<file path="src/sfio_defines.vh">
`ifndef SFIO_DEFINES_VH
`define SFIO_DEFINES_VH

// opcodes the front end classifies; the two chip erase codes fall to its default class
`define SFIO_OP_READ 8'h03
`define SFIO_OP_FAST_READ 8'h0B
`define SFIO_OP_DUAL_OUT 8'h3B
`define SFIO_OP_QUAD_OUT 8'h6B
`define SFIO_OP_DUAL_IO 8'hBB
`define SFIO_OP_QUAD_IO 8'hEB
`define SFIO_OP_PROGRAM 8'h02
`define SFIO_OP_QUAD_PROGRAM 8'h32
`define SFIO_OP_ERASE_4K 8'h20
`define SFIO_OP_ERASE_32K 8'h52
`define SFIO_OP_ERASE_64K 8'hD8
`define SFIO_OP_CHIP_ERASE_A 8'hC7
`define SFIO_OP_CHIP_ERASE_B 8'h60
`define SFIO_OP_UNIQUE_ID 8'h4B
`define SFIO_OP_SEC_READ 8'h48
`define SFIO_OP_SEC_PROGRAM 8'h42
`define SFIO_OP_STATUS_1 8'h05
`define SFIO_OP_STATUS_2 8'h35
`define SFIO_OP_STATUS_3 8'h15
`define SFIO_OP_JEDEC_ID 8'h9F

// lane widths
`define SFIO_W_SINGLE 2'h0
`define SFIO_W_DUAL 2'h1
`define SFIO_W_QUAD 2'h2

// dummy clocks per read kind
`define SFIO_DUMMY_NONE 6'h00
`define SFIO_DUMMY_FAST 6'h08
`define SFIO_DUMMY_DUAL_IO 6'h04
`define SFIO_DUMMY_QUAD_IO 6'h06
`define SFIO_DUMMY_UID 6'h20

// array geometry
`define SFIO_ADDR_W 21
`define SFIO_ADDR_BITS 6'h18
`define SFIO_PAGE_BYTES 9'h100
`define SFIO_PAGES 14'h2000
`define SFIO_MASK_4K 21'h1FF000
`define SFIO_MASK_32K 21'h1F8000
`define SFIO_MASK_64K 21'h1F0000
`define SFIO_MASK_CHIP 21'h000000
`define SFIO_UID_BITS 7'h40
`define SFIO_SEC_REGS 2'h3
`define SFIO_SEC_BYTES 9'h100

// synchroniser reset levels {cs, sclk, lane3..lane0}
`define SFIO_SYNC_RST 6'h0F
`define SFIO_IDLE_BYTE 8'hFF

// fifo shape
`define SFIO_FIFO_W 8
`define SFIO_FIFO_D 8
`define SFIO_FIFO_AW 3

`endif

</file>
<file path="src/sfio_frontend.v">
`timescale 1ns/100ps
`include "sfio_defines.vh"
// serial flash pin front end: frames, lanes, hold, byte streams
module sfio_frontend (
  input wire CLK,
  input wire RST_N,
  input wire CE,
  input wire CS_N,
  input wire SCLK,
  input wire DATA_LANE_ZERO_IN,
  input wire DATA_LANE_ONE_IN,
  input wire DATA_LANE_TWO_IN,
  input wire DATA_LANE_THREE_IN,
  output reg DATA_LANE_ZERO_OUT,
  output reg DATA_LANE_ONE_OUT,
  output reg DATA_LANE_TWO_OUT,
  output reg DATA_LANE_THREE_OUT,
  output reg DATA_LANE_ZERO_OE,
  output reg DATA_LANE_ONE_OE,
  output reg DATA_LANE_TWO_OE,
  output reg DATA_LANE_THREE_OE,
  input wire QUAD_LANE_ENABLE_BIT,
  output reg [7:0] CMD_OPCODE,
  output reg [20:0] CMD_ADDR,
  output reg CMD_VALID,
  output reg FRAME_END,
  output reg SELECTED,
  input wire [7:0] RD_DATA,
  input wire RD_VALID,
  output reg RD_READY,
  output wire [7:0] WR_DATA,
  output wire WR_VALID,
  input wire WR_READY,
  output reg WR_OVERRUN
);
  // frame states
  localparam ST_IDLE = 3'd0;
  localparam ST_CMD = 3'd1;
  localparam ST_ADDR = 3'd2;
  localparam ST_DUMMY = 3'd3;
  localparam ST_DIN = 3'd4;
  localparam ST_DOUT = 3'd5;
  localparam ST_IGNORE = 3'd6;

  // three-stage synchronisers for every pin input
  wire [5:0] pin_in = {CS_N, SCLK, DATA_LANE_THREE_IN, DATA_LANE_TWO_IN,
    DATA_LANE_ONE_IN, DATA_LANE_ZERO_IN};
  reg [5:0] s1; // first stage, read only by s2
  reg [5:0] s2; // second stage
  reg [5:0] s3; // third stage
  reg [5:0] filt; // accepted level once s2 and s3 agree

  wire [5:0] sync_rst = `SFIO_SYNC_RST; // reset level per pin
  genvar gi;
  generate
    for (gi = 0; gi < 6; gi = gi + 1)
    begin : g_sync
      // per pin: shift, then accept when stages two and three agree
      always @(posedge CLK)
      begin
        if (!RST_N)
        begin
          s1[gi] <= sync_rst[gi];
          s2[gi] <= sync_rst[gi];
          s3[gi] <= sync_rst[gi];
          filt[gi] <= sync_rst[gi];
        end
        else if (CE)
        begin
          s1[gi] <= pin_in[gi];
          s2[gi] <= s1[gi];
          s3[gi] <= s2[gi];
          if (s2[gi] == s3[gi])
            filt[gi] <= s3[gi];
        end
      end
    end
  endgenerate

  // edge events on the agreed levels
  // cs reset level is low, so a select held low from power-up never
  // counts as a falling edge: the host must raise it first
  wire cs_fall = filt[5] & ~s2[5] & ~s3[5];
  wire cs_rise = ~filt[5] & s2[5] & s3[5];
  // both clock polarities at select time work: only edges matter
  wire clk_rise = ~filt[4] & s2[4] & s3[4];
  wire clk_fall = filt[4] & ~s2[4] & ~s3[4];
  wire [3:0] lane_s = s3[3:0]; // data lanes at the edge

  // frame state
  reg [2:0] state; // frame phase
  reg [5:0] cnt; // clocks within the phase
  reg [23:0] sh; // input shift register
  reg [7:0] opcode; // latched instruction
  reg is_read; // data phase drives out
  reg [1:0] aw; // address lane width
  reg [1:0] dw; // data lane width
  reg [5:0] dummy; // dummy clocks of this command
  reg [8:0] prog_cnt; // bytes taken in this program frame
  reg [7:0] obyte; // byte being shifted out
  reg [2:0] obit; // bit clocks left in obyte
  reg [7:0] rd_buf; // prefetched read byte
  reg rd_have; // rd_buf holds a byte
  reg [7:0] wr_pend; // assembled byte waiting for the fifo
  reg wr_pend_v; // wr_pend is valid
  reg driving; // first falling edge seen in data out

  // hold pauses the frame; lane three is data under quad enable
  wire hold_act = ~QUAD_LANE_ENABLE_BIT & ~filt[3] & ~filt[5];
  wire go_rise = clk_rise & ~hold_act;
  wire go_fall = clk_fall & ~hold_act;

  // opcode classification: {rd, addr, aw, dw, dummy, quad}
  reg [12:0] dec;
  always @*
  begin
    case (opcode_next_val(sh[6:0], lane_s[0]))
      `SFIO_OP_READ: dec = {1'b1, 1'b1, `SFIO_W_SINGLE, `SFIO_W_SINGLE,
        `SFIO_DUMMY_NONE, 1'b0};
      `SFIO_OP_FAST_READ: dec = {1'b1, 1'b1, `SFIO_W_SINGLE, `SFIO_W_SINGLE,
        `SFIO_DUMMY_FAST, 1'b0};
      `SFIO_OP_DUAL_OUT: dec = {1'b1, 1'b1, `SFIO_W_SINGLE, `SFIO_W_DUAL,
        `SFIO_DUMMY_FAST, 1'b0};
      `SFIO_OP_QUAD_OUT: dec = {1'b1, 1'b1, `SFIO_W_SINGLE, `SFIO_W_QUAD,
        `SFIO_DUMMY_FAST, 1'b1};
      `SFIO_OP_DUAL_IO: dec = {1'b1, 1'b1, `SFIO_W_DUAL, `SFIO_W_DUAL,
        `SFIO_DUMMY_DUAL_IO, 1'b0};
      `SFIO_OP_QUAD_IO: dec = {1'b1, 1'b1, `SFIO_W_QUAD, `SFIO_W_QUAD,
        `SFIO_DUMMY_QUAD_IO, 1'b1};
      `SFIO_OP_PROGRAM: dec = {1'b0, 1'b1, `SFIO_W_SINGLE, `SFIO_W_SINGLE,
        `SFIO_DUMMY_NONE, 1'b0};
      `SFIO_OP_QUAD_PROGRAM: dec = {1'b0, 1'b1, `SFIO_W_SINGLE, `SFIO_W_QUAD,
        `SFIO_DUMMY_NONE, 1'b1};
      `SFIO_OP_ERASE_4K, `SFIO_OP_ERASE_32K, `SFIO_OP_ERASE_64K:
        dec = {1'b0, 1'b1, `SFIO_W_SINGLE, `SFIO_W_SINGLE,
          `SFIO_DUMMY_NONE, 1'b0};
      // unique id: no address, 32 dummy clocks, then 64 id bits
      `SFIO_OP_UNIQUE_ID: dec = {1'b1, 1'b0, `SFIO_W_SINGLE, `SFIO_W_SINGLE,
        `SFIO_DUMMY_UID, 1'b0};
      // security areas are addressed like the array
      `SFIO_OP_SEC_READ: dec = {1'b1, 1'b1, `SFIO_W_SINGLE, `SFIO_W_SINGLE,
        `SFIO_DUMMY_FAST, 1'b0};
      `SFIO_OP_SEC_PROGRAM: dec = {1'b0, 1'b1, `SFIO_W_SINGLE, `SFIO_W_SINGLE,
        `SFIO_DUMMY_NONE, 1'b0};
      `SFIO_OP_STATUS_1, `SFIO_OP_STATUS_2, `SFIO_OP_STATUS_3,
      `SFIO_OP_JEDEC_ID:
        dec = {1'b1, 1'b0, `SFIO_W_SINGLE, `SFIO_W_SINGLE,
          `SFIO_DUMMY_NONE, 1'b0};
      // anything else: single-lane bytes in, passed to the core
      default: dec = {1'b0, 1'b0, `SFIO_W_SINGLE, `SFIO_W_SINGLE,
        `SFIO_DUMMY_NONE, 1'b0};
    endcase
  end

  // opcode as it completes on the eighth rising edge
  function [7:0] opcode_next_val;
    input [6:0] prev;
    input bit0;
    begin
      opcode_next_val = {prev, bit0};
    end
  endfunction

  // shift in one clock worth of lanes at the given width
  function [23:0] shift_in;
    input [23:0] cur;
    input [1:0] w;
    input [3:0] l;
    begin
      case (w)
        `SFIO_W_DUAL: shift_in = {cur[21:0], l[1:0]};
        `SFIO_W_QUAD: shift_in = {cur[19:0], l[3:0]};
        default: shift_in = {cur[22:0], l[0]};
      endcase
    end
  endfunction

  // last clock index of a phase of n bits at width w
  function [5:0] last_clk;
    input [5:0] nbits;
    input [1:0] w;
    begin
      last_clk = (nbits >> w) - 6'd1;
    end
  endfunction

  // erase granularity trims the address to the erased unit
  function [20:0] erase_mask;
    input [7:0] op;
    begin
      case (op)
        `SFIO_OP_ERASE_4K: erase_mask = `SFIO_MASK_4K;
        `SFIO_OP_ERASE_32K: erase_mask = `SFIO_MASK_32K;
        `SFIO_OP_ERASE_64K: erase_mask = `SFIO_MASK_64K;
        default: erase_mask = {`SFIO_ADDR_W{1'b1}};
      endcase
    end
  endfunction

  wire is_program = (opcode == `SFIO_OP_PROGRAM) ||
    (opcode == `SFIO_OP_QUAD_PROGRAM) || (opcode == `SFIO_OP_SEC_PROGRAM);
  wire [23:0] sh_next = shift_in(sh, (state == ST_ADDR) ? aw : dw, lane_s);
  wire [5:0] data_last = last_clk(6'd8, dw); // last clock of a byte
  wire byte_out_need = (obit == 3'd0);
  wire [7:0] fill_byte = rd_have ? rd_buf : `SFIO_IDLE_BYTE;
  wire [7:0] cur_byte = byte_out_need ? fill_byte : obyte;

  // the fifo stalls hand-over; a second byte landing while one still
  // waits replaces it and the waiting byte is lost, since the serial host itself cannot be stalled
  wire fifo_in_ready;

  // frame sequencer
  always @(posedge CLK)
  begin
    if (!RST_N)
    begin
      state <= ST_IDLE;
      cnt <= 6'd0;
      sh <= 24'h000000;
      opcode <= 8'h00;
      is_read <= 1'b0;
      aw <= `SFIO_W_SINGLE;
      dw <= `SFIO_W_SINGLE;
      dummy <= 6'd0;
      prog_cnt <= 9'h000;
      obyte <= 8'h00;
      obit <= 3'd0;
      rd_buf <= 8'h00;
      rd_have <= 1'b0;
      wr_pend <= 8'h00;
      wr_pend_v <= 1'b0;
      driving <= 1'b0;
      CMD_OPCODE <= 8'h00;
      CMD_ADDR <= 21'h000000;
      CMD_VALID <= 1'b0;
      FRAME_END <= 1'b0;
      SELECTED <= 1'b0;
      RD_READY <= 1'b0;
      WR_OVERRUN <= 1'b0;
    end
    else if (CE)
    begin
      CMD_VALID <= 1'b0;
      FRAME_END <= 1'b0;
      // pending write byte leaves as soon as the fifo has room
      if (wr_pend_v && fifo_in_ready)
        wr_pend_v <= 1'b0;
      // read prefetch from the core
      if (RD_READY && RD_VALID)
      begin
        rd_buf <= RD_DATA;
        rd_have <= 1'b1;
      end
      RD_READY <= (state == ST_DOUT) && !rd_have && !(RD_READY && RD_VALID);
      if (cs_rise)
      begin
        // deselect ends the frame only; the core keeps running any cycle
        state <= ST_IDLE;
        SELECTED <= 1'b0;
        driving <= 1'b0;
        FRAME_END <= (state != ST_IDLE);
      end
      else if (cs_fall)
      begin
        // only a falling select opens a frame
        state <= ST_CMD;
        SELECTED <= 1'b1;
        cnt <= 6'd0;
        prog_cnt <= 9'h000;
        obit <= 3'd0;
        driving <= 1'b0;
        rd_have <= 1'b0;
        WR_OVERRUN <= 1'b0;
      end
      else if (go_rise)
      begin
        case (state)
          ST_CMD:
          begin
            // instruction always arrives on lane zero
            sh <= shift_in(sh, `SFIO_W_SINGLE, lane_s);
            cnt <= cnt + 6'd1;
            if (cnt == 6'd7)
            begin
              opcode <= sh_next[7:0];
              CMD_OPCODE <= sh_next[7:0];
              is_read <= dec[12];
              aw <= dec[10:9];
              dw <= dec[8:7];
              dummy <= dec[6:1];
              cnt <= 6'd0;
              if (dec[0] && !QUAD_LANE_ENABLE_BIT)
                state <= ST_IGNORE;
              else if (dec[11])
                state <= ST_ADDR;
              else
              begin
                CMD_VALID <= 1'b1;
                CMD_ADDR <= 21'h000000;
                state <= (dec[6:1] != 6'd0) ? ST_DUMMY :
                  (dec[12] ? ST_DOUT : ST_DIN);
              end
            end
          end
          ST_ADDR:
          begin
            sh <= sh_next;
            cnt <= cnt + 6'd1;
            if (cnt == last_clk(`SFIO_ADDR_BITS, aw))
            begin
              // upper address bits beyond 2 megabytes are dropped
              CMD_ADDR <= sh_next[20:0] & erase_mask(opcode);
              CMD_VALID <= 1'b1;
              cnt <= 6'd0;
              state <= (dummy != 6'd0) ? ST_DUMMY :
                (is_read ? ST_DOUT : ST_DIN);
            end
          end
          ST_DUMMY:
          begin
            cnt <= cnt + 6'd1;
            if (cnt == dummy - 6'd1)
            begin
              cnt <= 6'd0;
              state <= is_read ? ST_DOUT : ST_DIN;
            end
          end
          ST_DIN:
          begin
            sh <= sh_next;
            cnt <= cnt + 6'd1;
            if (cnt == data_last)
            begin
              cnt <= 6'd0;
              // a program takes one page at most; later bytes are dropped
              if (!is_program || prog_cnt != `SFIO_PAGE_BYTES)
              begin
                prog_cnt <= prog_cnt + 9'h001;
                wr_pend <= sh_next[7:0];
                wr_pend_v <= 1'b1;
                if (wr_pend_v && !fifo_in_ready)
                  WR_OVERRUN <= 1'b1;
              end
            end
          end
          default:
          begin
            cnt <= cnt;
          end
        endcase
      end
      else if (go_fall && state == ST_DOUT)
      begin
        // read data moves on falling edges, msb first
        driving <= 1'b1;
        if (byte_out_need)
        begin
          rd_have <= 1'b0;
          obit <= data_last[2:0];
        end
        else
          obit <= obit - 3'd1;
        case (dw)
          `SFIO_W_DUAL: obyte <= {cur_byte[5:0], 2'b00};
          `SFIO_W_QUAD: obyte <= {cur_byte[3:0], 4'h0};
          default: obyte <= {cur_byte[6:0], 1'b0};
        endcase
      end
    end
  end

  // lane drivers: values change on falling edges only
  always @(posedge CLK)
  begin
    if (!RST_N)
    begin
      DATA_LANE_ZERO_OUT <= 1'b0;
      DATA_LANE_ONE_OUT <= 1'b0;
      DATA_LANE_TWO_OUT <= 1'b0;
      DATA_LANE_THREE_OUT <= 1'b0;
    end
    else if (CE && go_fall && state == ST_DOUT && !cs_rise)
    begin
      case (dw)
        `SFIO_W_DUAL:
        begin
          DATA_LANE_ONE_OUT <= cur_byte[7];
          DATA_LANE_ZERO_OUT <= cur_byte[6];
        end
        `SFIO_W_QUAD:
        begin
          DATA_LANE_THREE_OUT <= cur_byte[7];
          DATA_LANE_TWO_OUT <= cur_byte[6];
          DATA_LANE_ONE_OUT <= cur_byte[5];
          DATA_LANE_ZERO_OUT <= cur_byte[4];
        end
        default:
        begin
          // single mode uses the dedicated serial output lane
          DATA_LANE_ONE_OUT <= cur_byte[7];
        end
      endcase
    end
  end

  // enables: only while selected, driving and not held
  wire drive_now = (state == ST_DOUT) && driving && !hold_act && !cs_rise &&
    !cs_fall && !filt[5];
  always @(posedge CLK)
  begin
    if (!RST_N)
    begin
      DATA_LANE_ZERO_OE <= 1'b0;
      DATA_LANE_ONE_OE <= 1'b0;
      DATA_LANE_TWO_OE <= 1'b0;
      DATA_LANE_THREE_OE <= 1'b0;
    end
    else if (CE)
    begin
      DATA_LANE_ONE_OE <= drive_now;
      DATA_LANE_ZERO_OE <= drive_now && (dw != `SFIO_W_SINGLE);
      DATA_LANE_TWO_OE <= drive_now && (dw == `SFIO_W_QUAD);
      DATA_LANE_THREE_OE <= drive_now && (dw == `SFIO_W_QUAD);
    end
  end

  // write bytes toward the core pass an eight-word fifo
  sfio_fifo #(
    .W(`SFIO_FIFO_W),
    .D(`SFIO_FIFO_D),
    .AW(`SFIO_FIFO_AW)
  ) u_wr_fifo (
    .clk(CLK),
    .rst_n(RST_N),
    .ce(CE),
    .in_data(wr_pend),
    .in_valid(wr_pend_v),
    .in_ready(fifo_in_ready),
    .out_data(WR_DATA),
    .out_valid(WR_VALID),
    .out_ready(WR_READY)
  );
endmodule // sfio_frontend

</file>
<file path="src/sfio_fifo.v">
`timescale 1ns/100ps
// small synchronous fifo, all outputs registered
module sfio_fifo #(
  parameter W = 8,
  parameter D = 8,
  parameter AW = 3
) (
  input wire clk,
  input wire rst_n,
  input wire ce,
  input wire [W-1:0] in_data,
  input wire in_valid,
  output reg in_ready,
  output reg [W-1:0] out_data,
  output reg out_valid,
  input wire out_ready
);
  reg [W-1:0] mem [0:D-1]; // storage words
  reg [AW-1:0] wr_ptr; // next slot to fill
  reg [AW-1:0] rd_ptr; // slot behind out_data
  reg [AW:0] count; // words held, output stage included
  wire push = in_valid & in_ready;
  wire pop = out_valid & out_ready;
  wire [AW:0] next_count = count + {{AW{1'b0}}, push} - {{AW{1'b0}}, pop};
  wire [AW-1:0] next_rd = rd_ptr + {{(AW-1){1'b0}}, pop};

  // pointers, flags and registered head
  always @(posedge clk)
  begin
    if (!rst_n)
    begin
      wr_ptr <= {AW{1'b0}};
      rd_ptr <= {AW{1'b0}};
      count <= {(AW+1){1'b0}};
      in_ready <= 1'b1;
      out_valid <= 1'b0;
      out_data <= {W{1'b0}};
    end
    else if (ce)
    begin
      if (push)
      begin
        mem[wr_ptr] <= in_data;
        wr_ptr <= wr_ptr + {{(AW-1){1'b0}}, 1'b1};
      end
      rd_ptr <= next_rd;
      count <= next_count;
      // flags from the next count keep full and empty honest
      in_ready <= (next_count != D[AW:0]);
      out_valid <= (next_count != {(AW+1){1'b0}});
      // head word: bypass when the push lands on the head slot
      if (push && (wr_ptr == next_rd))
        out_data <= in_data;
      else
        out_data <= mem[next_rd];
    end
  end
endmodule // sfio_fifo

</file>
<file path="config.mk">
export PLATFORM = sky130hd
export DESIGN_NAME = sfio_frontend
export DESIGN_NICKNAME = d
export VERILOG_FILES = /design/src/sfio_frontend.v /design/src/sfio_fifo.v
export VERILOG_INCLUDE_DIRS = /design/src
export SDC_FILE = /design/constraint.sdc
export NUM_CORES = 1
export LEC_CHECK = 0
export BUFFER_PORTS_ARGS = -buffer_cell sky130_fd_sc_hd__buf_4
export CAP_MARGIN = 25
export CORE_UTILIZATION = 25
export DETAILED_ROUTE_END_ITERATION = 12
export GPL_ROUTABILITY_DRIVEN = 1
export SLEW_MARGIN = 20
export SYNTH_ARGS = -nofsm -noshare
export SYNTH_HDL_FRONTEND = slang
export SYNTH_SLANG_ARGS = --single-unit
</file>
<file path="constraint.sdc">
create_clock -name CLK -period 8.9 [get_ports CLK]
set_clock_uncertainty 0.15 [all_clocks]
set_input_delay 1.78 -clock CLK [delete_from_list [all_inputs] [get_ports CLK]]
set_output_delay 1.78 -clock CLK [all_outputs]
set_load 0.01 [all_outputs]
</file>
==> summary.md <==
| Metric | Value |
|---|---|
| Status | `finished clean` |
| Total negative slack | `0 ns` |
| Worst R2R Setup Slack | `5.08 ns` |
| # fillers | `4,542` |
| Fin. max-slew vios | `0` |
| First-pass GRT wire length | `approximately 46 mm` |
| Top cells by area, synth | `dfxtp_1 (29%), edfxtp_1 (18%), mux2i_1 (6.3%)` |
| Sw power | `480 uW` |
| CP endpoint kind | `register` |
| Placed cells | `1,728` |
| Synth Register Bits | `221` |
| Sequential power share | `between 40% and 50%` |
| Layout Utilization | `between 20% and 30%` |
| Final Setup Violations | `0` |
| Clock power frac | `48.3%` |
| Total GRT Usage | `13.0%` |
| Initial antenna violation count | `0` |
| Biggest area consumer among synthesized cells | `dfxtp_1` |
| DR DRC count | `0` |
| DR WL met2 | `between 10 and 15 mm` |
| CP Max Fanout | `18` |
| DR pass1 iterations | `5` |
| Remaining global-route overflow | `0` |
| Max_slew headroom | `26.8%` |
| Critical Path Start Type | `input pin` |
| Max-cap violation count | `0` |
| Clock Latency Late Sink | `0.51 ns` |
| Clock Path Buffers | `3` |
| Tmin final | `4.22 ns` |
| Core Area | `0.0430 mm2` |
| Final nets | `1,215` |
| Crit path kind | `input pin to register` |
| Sink Count | `221` |
| Cell area after synthesis | `between 0.01 and 0.015 mm2` |
| Post-synth EDFFs | `64` |
| Vias per cell | `4.86` |
| Worst Max-Slew Pin Slew | `1.09 ns` |
| Buffers on Ports | `70` |
| Post-CTS Repair Setup Buffers | `0` |
| WL final | `~29 mm` |
| Multi-input logic area | `roughly 0.0053 mm2` |
| Post-synthesis average cell area | `9.46 um2` |
| Synth-to-layout area growth | `17.1%` |
| Num CTS Buffers | `25` |
| Top_reg_cell synth | `dfxtp_1` |
| Seq. cell area | `0.00506 mm2` |
| Worst min path class | `register to register` |
| Met1 WL | `13.3 mm` |
| WL/cell | `16.1 um` |
| DRT iter0 DRCs | `661` |
| Power per standard cell area | `174 mW/mm2` |
| Power Internal | `1740 uW` |
| CP arrival | `4.45 ns` |
| DP HPWL | `19.5 mm` |
| DR vias | `8,624` |
| Boundary Pins | `71` |
| Die W | `between 200 and 250 um` |
| Max Fclk | `237 MHz` |
| Vias in the first global route | `8,291` |
| H-tree depth | `1` |
| VDD IR-drop max | `approximately 0.00014 V` |
| Yosys cell types | `80` |
| Clock transition at path regs | `0.06 ns` |
| Yosys warnings | `0` |
| Pin count of the biggest net entering global routing | `70` |
| Hold Worst Slack | `0.302 ns` |
| Effective utilization at floorplan | `25.3%` |
| Count of final hold-check violations | `0` |
| Seq/Total Area, Yosys | `46.6%` |
| CTS root buf | `clkbuf_16` |
| CTS tree | `built` |
| Mapped Nets | `about 1,200` |
| Cts hold-fix bufs | `0` |
| Switch share | `between 20% and 30%` |
| Die footprint | `0.0443 mm2` |
| Post-synthesis async set-or-reset flop share | `0%` |
| Design area | `0.0127 mm2` |
| Final ANT Viol Nets | `0` |
| Chip height | `210 um` |
| P_leak | `0.00449 uW` |
| Fraction of layout cells with a size suffix above 1 | `13.9%` |
| Cell Area, Placed | `approximately 0.012 mm2` |
| RSZ-0062 raised after global routing | `false` |
| Post-Synthesis Cells | `1,148` |
| Placement Rows | `76` |
| CP required | `9.13 ns` |
| DR top layer | `met4` |
| Non-filler cells, final | `1,776` |
| Post_cts resized | `0` |
| Final GP Congestion | `0.837` |
| Final period utilization | `47.5%` |
| Met3 routed WL | `1.81 mm` |
| Logic pwr share | `about 4.5%` |
| Synth top area share | `28.9%` |
metal layers:
layer	GRT usage, %	vias up
met5	0	-
met4	3.70	0
li1	-	4207
met3	2.80	36
met1	17.9	4159
met2	20.3	222
stage by stage:
step / setup slack [ns] / total power, uW
floorplan: 4.77 / 1140
global placement: 3.79 / 1170
detailed placement: 3.72 / 1170
CTS: 4.26 / 2250
global route: 4.45 / 2300
finish: 4.68 / 2220
Yosys cell counts, drive strengths merged, types with 4 or more instances:
library cell / instances
nand3b: 5
mux2: 5
nor2b: 7
clkbuf: 63
buf: 24
nor4: 9
a21o: 4
o311ai: 5
nand4b: 5
dfxtp: 157
xor2: 13
o211ai: 11
or3: 7
and2: 6
o21ai: 66
a2111o: 4
mux4: 16
nand2: 163
nand2b: 22
nor3b: 6
nand3: 22
a22oi: 24
o22ai: 5
a21oi: 67
a32o: 7
a311oi: 19
nor2: 106
xnor2: 12
or2: 4
mux2i: 68
a32oi: 4
a211oi: 12
o21a: 5
ha: 22
nor3: 22
nand4: 6
edfxtp: 64
inv: 31
power by group through the flow:
stage          clock network (uW)  registers, uW  logic (uW)
2_1_floorplan                   0           1070        71.8
3_3_place_gp                    0           1070        99.9
3_5_place_dp                    0           1070         101
4_1_cts                      1100           1050         102
5_1_grt                      1140           1050         111
6_report                     1070           1050        99.8
state kept, by name (all words and copies together), names as in the netlist, 2 cells and up:
name and flops:
s3 2, u_wr_fifo.mem 64, lane_s 3, prog_cnt 9
s1 6, filt 3, sh 20, opcode 8
cnt 6, obit 3, u_wr_fifo.count 4, s2 6
state 3, CMD_ADDR 21, wr_pend 8, obyte 7
u_wr_fifo.rd_ptr 3, dummy 4, rd_buf 8, u_wr_fifo.wr_ptr 3
dw 2, u_wr_fifo.out_data 8
kinds of logic after synthesis:
kind of cell,count (synthesis),synth area share [%]
flip-flops,221,46.6
XOR/XNOR,25,2.09
buffers and inverters,119,4.56
multiplexers,89,10.1
AO/OA/AOI/OAI,264,16.1
adder cells (fa/ha/maj),23,2.72
AND/OR/NAND/NOR,407,17.8
critical path: stages:
cell	delay, ns
buf_4	0.10
and2_1	0.17
ha_1	0.20
ha_1	0.83
xor2_1	0.13
or4_1	0.81
o211ai_1	0.31
a21oi_1	0.09
layout by cell type (no fill, tap or decap), types with 12 or more instances in the layout:
| cell | Yosys | final |
|---|---|---|
| nand2b_1 | 22 | 22 |
| nor3_1 | 22 | 22 |
| a21oi_1 | 67 | 67 |
| nand3_1 | 22 | 22 |
| mux2i_1 | 68 | 68 |
| ha_1 | 22 | 21 |
| nor2_1 | 106 | 106 |
| clkbuf_16 | 0 | 25 |
| xor2_1 | 12 | 12 |
| buf_4 | 2 | 82 |
| o21ai_0 | 65 | 65 |
| dfxtp_1 | 157 | 157 |
| mux4_2 | 16 | 16 |
| inv_1 | 31 | 31 |
| a22oi_1 | 24 | 24 |
| edfxtp_1 | 64 | 64 |
| nand2_1 | 163 | 163 |
| a311oi_1 | 19 | 19 |
| a211oi_1 | 12 | 12 |
final timing paths:
path                   start  depth (start not counted)               endpoint
setup / recovery    WR_READY                          8  u_wr_fifo.out_data[3]
hold / removal    WR_OVERRUN                          2             WR_OVERRUN
setup reg to reg    state[1]                         10                  sh[7]
hold reg to reg   WR_OVERRUN                          2             WR_OVERRUN
area by class of cell:
cell class	count	area share, %
diodes	1	0.0197
clock buffers	32	5.36
clock inverters	13	1.31
inverters	32	0.954
multi-input cells	808	41.8
flip-flops and latches	221	39.8
well taps	585	5.75
repair buffers	84	5.00
No activity file was read; power rests on OpenSTA's default activity.
